File: src/uart_irq_pkg.sv
// Package for the per-channel interrupt and FIFO control block.
// Assumes one clock domain; offsets are register indices on a 3-bit plain port.
package uart_irq_pkg;
  // Register indices (read and write share index 2 for status/fifo control)
  localparam logic [2:0] ADDR_RECEIVE_HOLDING = 3'h0;
  localparam logic [2:0] ADDR_INTERRUPT_ENABLE = 3'h1;
  localparam logic [2:0] ADDR_INTERRUPT_STATUS = 3'h2;
  localparam logic [2:0] ADDR_FIFO_CONTROL = 3'h2;
  localparam logic [2:0] ADDR_LINE_STATUS = 3'h5;
  localparam logic [2:0] ADDR_MODEM_STATUS = 3'h6;
  localparam logic [2:0] ADDR_ENHANCED_FEATURE = 3'h7;

  // Interrupt enable fields
  localparam int IE_RX_DATA = 0;
  localparam int IE_TX_READY = 1;
  localparam int IE_LINE = 2;
  localparam int IE_MODEM = 3;
  localparam int IE_SLEEP = 4;
  localparam int IE_XOFF = 5;
  localparam int IE_RTS = 6;
  localparam int IE_CTS = 7;
  localparam logic [7:0] IE_RESET = 8'h00;
  localparam logic [7:0] IE_BASIC_MASK = 8'h0F;

  // Enhanced feature fields
  localparam int EF_ENHANCED = 4;
  localparam int EF_AUTO_RTS = 6;
  localparam int EF_AUTO_CTS = 7;
  localparam logic [7:0] EF_RESET = 8'h00;

  // FIFO control fields
  localparam int FC_ENABLE = 0;
  localparam int FC_RX_RESET = 1;
  localparam int FC_TX_RESET = 2;
  localparam logic [7:0] FC_RESET = 8'h00;

  // Status encodings, bits 5..0
  localparam logic [5:0] ISR_LINE = 6'h06;
  localparam logic [5:0] ISR_RX_TIMEOUT = 6'h0C;
  localparam logic [5:0] ISR_RX_DATA = 6'h04;
  localparam logic [5:0] ISR_TX_READY = 6'h02;
  localparam logic [5:0] ISR_MODEM = 6'h00;
  localparam logic [5:0] ISR_XOFF = 6'h10;
  localparam logic [5:0] ISR_FLOW_PIN = 6'h20;
  localparam logic [5:0] ISR_NONE = 6'h01;

  // Receive time-out: four characters plus twelve bits, in bit times
  localparam int TIMEOUT_CHARS = 4;
  localparam int TIMEOUT_EXTRA_BITS = 12;
  localparam int BITS_PER_CHAR_MAX = 12;
  localparam int TIMEOUT_BITS = TIMEOUT_CHARS * BITS_PER_CHAR_MAX + TIMEOUT_EXTRA_BITS;
  localparam logic [6:0] TIMEOUT_BITS_W = 7'(TIMEOUT_BITS);

  typedef enum logic [1:0] {
    FLOW_IDLE,
    FLOW_XOFF,
    FLOW_SPECIAL
  } xoff_kind_t;
endpackage

File: src/uart_irq_ctrl.sv
// Per-channel interrupt enable, prioritised status and FIFO control.
// Assumes receiver, transmitter and modem logic on clk give one-cycle event
// pulses and levels; flow-control pins arrive asynchronously.
//
// The implementer's own choices: the strobed register port and the register addresses.
`timescale 1ns/1ps
`default_nettype none
module uart_irq_ctrl
  import uart_irq_pkg::*;
(
  input wire logic clk,
  input wire logic rst_n,
  input wire logic [2:0] addr,
  input wire logic [7:0] wr_data,
  input wire logic wr_stb,
  input wire logic rd_stb,
  output logic [7:0] rd_data,
  input wire logic rx_data_avail,
  input wire logic rx_char_in,
  input wire logic bit_tick,
  input wire logic tx_holding_empty,
  input wire logic [4:1] line_status_bits,
  input wire logic [3:0] modem_change_bits,
  input wire logic xoff_detect,
  input wire logic special_detect,
  input wire logic xon_detect,
  input wire logic rts_pin,
  input wire logic cts_pin,
  output logic irq,
  output logic sleep_enable,
  output logic fifo_enable,
  output logic rx_fifo_reset,
  output logic tx_fifo_reset
);

  logic [7:0] ie_q;
  logic [7:0] ef_q;
  logic fifo_en_q;
  logic rx_rst_q;
  logic tx_rst_q;
  logic [7:0] rd_q;
  logic irq_q;
  logic tx_pend_q;
  logic tx_empty_q;
  logic line_pend_q;
  logic modem_pend_q;
  logic timeout_q;
  logic [6:0] to_cnt_q;
  xoff_kind_t xkind_q;
  logic flow_pend_q;
  logic [1:0] rts_sync_q;
  logic [1:0] cts_sync_q;
  logic rts_prev_q;
  logic cts_prev_q;
  logic [5:0] code;
  logic any_pend;

  wire logic wr_ie = wr_stb && addr == ADDR_INTERRUPT_ENABLE;
  wire logic wr_fc = wr_stb && addr == ADDR_FIFO_CONTROL;
  wire logic rd_isr = rd_stb && addr == ADDR_INTERRUPT_STATUS;
  wire logic rd_line = rd_stb && addr == ADDR_LINE_STATUS;
  wire logic rd_modem = rd_stb && addr == ADDR_MODEM_STATUS;
  wire logic rd_hold = rd_stb && addr == ADDR_RECEIVE_HOLDING;
  wire logic enh = ef_q[EF_ENHANCED];

  // Enhanced feature register kept here so gating bits are local
  always_ff @(posedge clk or negedge rst_n) begin
    if (!rst_n) begin
      ef_q <= EF_RESET;
    end else if (wr_stb && addr == ADDR_ENHANCED_FEATURE) begin
      ef_q <= wr_data;
    end
  end

  // Upper enable bits only take writes in enhanced mode
  always_ff @(posedge clk or negedge rst_n) begin
    if (!rst_n) begin
      ie_q <= IE_RESET;
    end else if (wr_ie) begin
      if (enh) begin
        ie_q <= wr_data;
      end else begin
        ie_q <= {ie_q[7:4], wr_data[3:0]};
      end
    end
  end

  always_ff @(posedge clk or negedge rst_n) begin
    if (!rst_n) begin
      fifo_en_q <= FC_RESET[FC_ENABLE];
      rx_rst_q <= 1'b0;
      tx_rst_q <= 1'b0;
    end else begin
      rx_rst_q <= 1'b0;
      tx_rst_q <= 1'b0;
      if (wr_fc) begin
        fifo_en_q <= wr_data[FC_ENABLE];
        rx_rst_q <= wr_data[FC_ENABLE] & wr_data[FC_RX_RESET];
        tx_rst_q <= wr_data[FC_ENABLE] & wr_data[FC_TX_RESET];
      end
    end
  end

  // Transmit ready: set on empty edge or enable while empty; set wins
  always_ff @(posedge clk or negedge rst_n) begin
    if (!rst_n) begin
      // Idle high so an empty holding register at reset is no false edge
      tx_empty_q <= 1'b1;
      tx_pend_q <= 1'b0;
    end else begin
      tx_empty_q <= tx_holding_empty;
      if ((tx_holding_empty && !tx_empty_q) ||
          (wr_ie && wr_data[IE_TX_READY] && !ie_q[IE_TX_READY] && tx_holding_empty)) begin
        tx_pend_q <= 1'b1;
      end else if ((rd_isr && code == ISR_TX_READY) ||
                   (wr_stb && addr == ADDR_RECEIVE_HOLDING)) begin
        tx_pend_q <= 1'b0;
      end
    end
  end

  always_ff @(posedge clk or negedge rst_n) begin
    if (!rst_n) begin
      line_pend_q <= 1'b0;
      modem_pend_q <= 1'b0;
    end else begin
      if (|line_status_bits) begin
        line_pend_q <= 1'b1;
      end else if (rd_line) begin
        line_pend_q <= 1'b0;
      end
      if (|modem_change_bits) begin
        modem_pend_q <= 1'b1;
      end else if (rd_modem) begin
        modem_pend_q <= 1'b0;
      end
    end
  end

  // Time-out counts bit ticks while data waits, restarts on any char or receive holding read
  always_ff @(posedge clk or negedge rst_n) begin
    if (!rst_n) begin
      to_cnt_q <= 7'h00;
      timeout_q <= 1'b0;
    end else begin
      if (!rx_data_avail || rx_char_in || rd_hold) begin
        to_cnt_q <= 7'h00;
      end else if (bit_tick && to_cnt_q != TIMEOUT_BITS_W) begin
        to_cnt_q <= to_cnt_q + 7'h01;
      end
      if (bit_tick && rx_data_avail && !rx_char_in && !rd_hold &&
          to_cnt_q == TIMEOUT_BITS_W - 7'h01) begin
        timeout_q <= 1'b1;
      end else if (rd_hold || !rx_data_avail) begin
        timeout_q <= 1'b0;
      end
    end
  end

  always_ff @(posedge clk or negedge rst_n) begin
    if (!rst_n) begin
      xkind_q <= FLOW_IDLE;
    end else begin
      if (xoff_detect) begin
        xkind_q <= FLOW_XOFF;
      end else if (special_detect) begin
        xkind_q <= FLOW_SPECIAL;
      end else begin
        case (xkind_q)
          FLOW_XOFF: begin
            if (xon_detect || (rd_isr && code == ISR_XOFF)) begin
              xkind_q <= FLOW_IDLE;
            end
          end
          FLOW_SPECIAL: begin
            if (rx_char_in || (rd_isr && code == ISR_XOFF)) begin
              xkind_q <= FLOW_IDLE;
            end
          end
          default: xkind_q <= FLOW_IDLE;
        endcase
      end
    end
  end

  // Pins pass two flops before edge detection
  always_ff @(posedge clk or negedge rst_n) begin
    if (!rst_n) begin
      rts_sync_q <= 2'b00;
      cts_sync_q <= 2'b00;
      rts_prev_q <= 1'b0;
      cts_prev_q <= 1'b0;
    end else begin
      rts_sync_q <= {rts_sync_q[0], rts_pin};
      cts_sync_q <= {cts_sync_q[0], cts_pin};
      rts_prev_q <= rts_sync_q[1];
      cts_prev_q <= cts_sync_q[1];
    end
  end

  wire logic rts_rise = rts_sync_q[1] && !rts_prev_q && ef_q[EF_AUTO_RTS];
  wire logic cts_rise = cts_sync_q[1] && !cts_prev_q && ef_q[EF_AUTO_CTS];

  always_ff @(posedge clk or negedge rst_n) begin
    if (!rst_n) begin
      flow_pend_q <= 1'b0;
    end else if ((rts_rise && ie_q[IE_RTS]) || (cts_rise && ie_q[IE_CTS])) begin
      flow_pend_q <= 1'b1;
    end else if (rd_modem) begin
      flow_pend_q <= 1'b0;
    end
  end

  // Fixed priority picks one source; the rest stay pending
  always_comb begin
    code = ISR_NONE;
    if (ie_q[IE_LINE] && line_pend_q) begin
      code = ISR_LINE;
    end else if (ie_q[IE_RX_DATA] && timeout_q) begin
      code = ISR_RX_TIMEOUT;
    end else if (ie_q[IE_RX_DATA] && rx_data_avail) begin
      code = ISR_RX_DATA;
    end else if (ie_q[IE_TX_READY] && tx_pend_q) begin
      code = ISR_TX_READY;
    end else if (ie_q[IE_MODEM] && modem_pend_q) begin
      code = ISR_MODEM;
    end else if (enh && ie_q[IE_XOFF] && xkind_q != FLOW_IDLE) begin
      code = ISR_XOFF;
    end else if (enh && flow_pend_q && (ie_q[IE_RTS] || ie_q[IE_CTS])) begin
      code = ISR_FLOW_PIN;
    end
    any_pend = code != ISR_NONE;
  end

  always_ff @(posedge clk or negedge rst_n) begin
    if (!rst_n) begin
      rd_q <= 8'h00;
    end else if (rd_isr) begin
      rd_q <= {fifo_en_q, fifo_en_q, code};
    end else if (rd_stb && addr == ADDR_INTERRUPT_ENABLE) begin
      rd_q <= ie_q;
    end else if (rd_stb && addr == ADDR_ENHANCED_FEATURE) begin
      rd_q <= ef_q;
    end else begin
      rd_q <= 8'h00;
    end
  end

  always_ff @(posedge clk or negedge rst_n) begin
    if (!rst_n) begin
      irq_q <= 1'b0;
    end else begin
      irq_q <= any_pend;
    end
  end

  assign rd_data = rd_q;
  assign irq = irq_q;
  assign sleep_enable = ie_q[IE_SLEEP];
  assign fifo_enable = fifo_en_q;
  assign rx_fifo_reset = rx_rst_q;
  assign tx_fifo_reset = tx_rst_q;

endmodule
`default_nettype wire

File: config.mk
export PLATFORM = sky130hd
export DESIGN_NAME = uart_irq_ctrl
export DESIGN_NICKNAME = d
export VERILOG_FILES = /design/src/uart_irq_pkg.sv /design/src/uart_irq_ctrl.sv
export SDC_FILE = /design/constraint.sdc
export NUM_CORES = 1
export LEC_CHECK = 0
export ABC_AREA = 1
export BUFFER_PORTS_ARGS = -buffer_cell sky130_fd_sc_hd__buf_2
export CORE_MARGIN = 2
export CORE_UTILIZATION = 35
export CTS_CLUSTER_SIZE = 20
export DETAILED_ROUTE_END_ITERATION = 6
export GPL_TIMING_DRIVEN = 0
export PLACE_DENSITY = 0.63
export SYNTH_ARGS = -nofsm -noshare
export SYNTH_HDL_FRONTEND = slang
export SYNTH_SLANG_ARGS = --single-unit
File: constraint.sdc
create_clock -name clk -period 1.4 [get_ports clk]
set_input_delay 0.14 -clock clk [delete_from_list [all_inputs] [get_ports clk]]
set_output_delay 0.14 -clock clk [all_outputs]
set_load 0.005 [all_outputs]
==> metrics <==
Root Buffer clkbuf_8; DIE HEIGHT 83.6 um; Slew Viols, Final 0; Iter 0 DRT Violations 87; CTS tree done; Synth Instances 264; gr usage total 0.149; H-tree levels 2; post-synthesis sequential area ratio 0.554; status finished, final reports clean; crit-path cells inv_2, ha_1, inv_1, nor2_1, nand2_1, nand2_2, nand2_4, inv_2, nand2_1, nand2_1; R2R setup slack 90 ps; Placer Congestion 0.826; #FFs+latches synth 49; CTS max path bufs 2; FF-to-FF path depth 10; Die ar. 0.00699 mm^2; fraction of layout cells with a size suffix above 1 0.212; Simple-Gate Fraction of Synth Area 0.266; clk slew on worst S/H paths 90 ps; Max Freq around 770 MHz; area grow syn2layout 23.0%; Slowest-stage cell, CP dfrtp_1; Die X about 84 um; Final Hold Violating Endpoints 0; I/O Buffers between 40 and 50; Synth cell types 27; initial core utilization 0.368; Layout Nets 354; drt first pass iters 4; crit path kind flop to flop; GR Overflow Total 0; leak pwr 1.48 nW; Synth Warn # 0; Worst Setup End Kind flop; ys flop type dfrtp_1; vias in the first global route 1799; xor/xnor cell area share of the yosys netlist 0.00790; Most Frequent Cell on Critical Path nand2_1; Synth Area in Compound Gates 0.0790; CTS Buf Count 5; minimum clock period approximately 1300 ps; vias per inst roughly 4.7; largest net degree at the start of global routing 50; Design Power roughly 3.3 mW; Avg Cell Area, Syn 8.40 um^2; dpl ws 15.6 ps; post-synthesis mux area share 0; final worst slack 93.3 ps; Post-Layout Cell Count 396; first-pass GRT wire length 8320 um; initial antenna violation count 0; Critical Path AT ~1600 ps; CTS Sinks 49; Pwr Density 1200 mW/mm^2; Core Area 0.00603 mm^2; EDFF count, synth 0; adder-cell share of the synthesized area 0.0113; largest family of logic cells by synthesized area simple AND/OR/NAND/NOR gates; Synth area leader dfrtp_1; placed cells between 300 and 400; Worst setup SP type flop; Rows 28; Hold Crit Class primary input to async pin; Yosys top cell area share 0.542; ANT cells 0; final worst-path cycle share 0.933; synthesized area 0.00222 mm^2; DP Wirelength 3660 um; Max VDD drop approximately 540 uV; Clock Latency Late Sink 300 ps; skew final 5.42 ps; syn nets 298; RSZ-0062 raised after global routing yes; endpoints failing setup 0; largest cells by area after synthesis dfrtp_1, nand2_1, inv_1; TNS Setup 0 ps; total number of vias around 1900; routed length per instance approximately 13 um; I/O Pins 45; pin slew with the least headroom to its limit between 1000 and 1500 ps; CP required 1650 ps; drc violations 0; Slew headroom 0.295; asr flop ratio synth 1.00; Max Cap Viol 0; worst stage delay on the critical path 430 ps; Post-Route WL 5010 um; ANT nets after route 0; crit-path max FO 5
==> layout make-up <==
class                   count  area [um^2]
plain buffers               1         7.51
clock inverters             3         68.8
inverters                  46          174
clock buffers               5         68.8
well taps                  75         93.8
fillers                   601         3300
repair buffers             49          265
flip-flops and latches     49         1230
multi-input cells         168          821
==> kinds of logic after synthesis <==
group                    Yosys count
flip-flops                        49
AND/OR/NAND/NOR                  134
AO/OA/AOI/OAI                     30
adder cells (fa/ha/maj)            2
buffers and inverters             47
XOR/XNOR                           2
==> metrics by stage <==
| step | utilization | hold WS, ps | instance area, um^2 |
|---|---|---|---|
| after CTS | 0.448 | 26.8 | 2700 |
| after global placement | 0.420 | 248 | 2530 |
| after floorplan | - | -156 | 2220 |
| after detailed placement | 0.420 | 255 | 2530 |
| after global routing | 0.452 | 29.9 | 2730 |
| final | 0.452 | 22.5 | 2730 |
==> placed cells by master, fill, tap and decap left out <==
cell type | synthesis | layout
nand2_1 | 71 | 69
dfrtp_1 | 48 | 48
buf_2 | 0 | 44
inv_1 | 44 | 40
nor2_1 | 25 | 24
nand3_1 | 21 | 21
o21ai_0 | 15 | 14
nand4_1 | 8 | 8
inv_2 | 1 | 5
a21oi_1 | 5 | 5
clkbuf_8 | 0 | 5
o221ai_1 | 4 | 4
buf_4 | 1 | 3
dlygate4sd3_1 | 0 | 3
nand3b_1 | 2 | 2
o211ai_1 | 2 | 2
nor3_1 | 2 | 2
nand2_4 | 1 | 2
o21ai_1 | 1 | 2
nor4_1 | 2 | 2
ha_1 | 2 | 2
bufinv_16 | 0 | 2
nor2_2 | 0 | 1
a31oi_1 | 1 | 1
nand3_2 | 1 | 1
clkinv_2 | 1 | 1
nand2_2 | 0 | 1
a21o_1 | 1 | 1
xnor2_1 | 1 | 1
xor2_1 | 1 | 1
o22ai_1 | 1 | 1
nor3_4 | 1 | 1
inv_6 | 0 | 1
dfstp_2 | 1 | 1
==> worst paths after layout <==
path	to	from
min in group clk	modem_pend_q	modem_change_bits[2]
hold reg to reg	cts_sync_q[1]	cts_sync_q[0]
max in group asynchronous	ef_q[6]	rst_n
setup reg to reg	to_cnt_q[3]	to_cnt_q[0]
hold / removal	cts_prev_q	rst_n
setup / recovery	to_cnt_q[3]	to_cnt_q[0]
==> registers in the layout, summed over array words and instances, names as in the netlist <==
signal / cells
tx_pend_q: 1
irq: 1
ie_q: 8
to_cnt_q: 7
fifo_enable: 1
tx_empty_q: 1
ef_q: 8
cts_sync_q: 2
tx_fifo_reset: 1
rts_sync_q: 2
modem_pend_q: 1
rd_data: 8
flow_pend_q: 1
cts_prev_q: 1
line_pend_q: 1
timeout_q: 1
rts_prev_q: 1
xkind_q: 2
rx_fifo_reset: 1
==> repair_timing <==
item	4_1_cts	5_1_grt
hold endpoints to repair	3	0
buffers inserted	0	2
setup endpoints to repair	4	9
hold buffers	3	0
resized for setup	1	8
pin swaps	0	0
==> routing by layer <==
layer,part of all wire,track usage
met1,0.46,0.194
met2,0.49,0.252
met3,0.038,0.0307
met4,0.013,0.0440
met5,0,0
==> cell usage after synthesis, drive strengths merged (2+ instances only) <==
cell    number
nand2       72
dfrtp       48
inv         45
nor2        25
nand3       22
o21ai       16
nand4        8
a21oi        5
o221ai       4
nor3         3
ha           2
nand3b       2
nor4         2
o211ai       2
==> worst max-delay path, delay by kind of cell (launching register included) <==
| kind | cells | cell delay, ps |
|---|---|---|
| adders and majority gates | 1 | 140 |
| buffers and inverters | 3 | 210 |
| DFF | 1 | 430 |
| and+or+nand+nor | 6 | 470 |
==> report_power, final <==
part           leakage [nW]  internal, mW  switching (mW)  total [mW]
combinational         0.803         0.166           0.262       0.428
sequential            0.605          1.56          0.0862        1.64
clock                0.0687         0.719           0.484        1.20
Note: power is estimated with default switching activity, not from simulation.
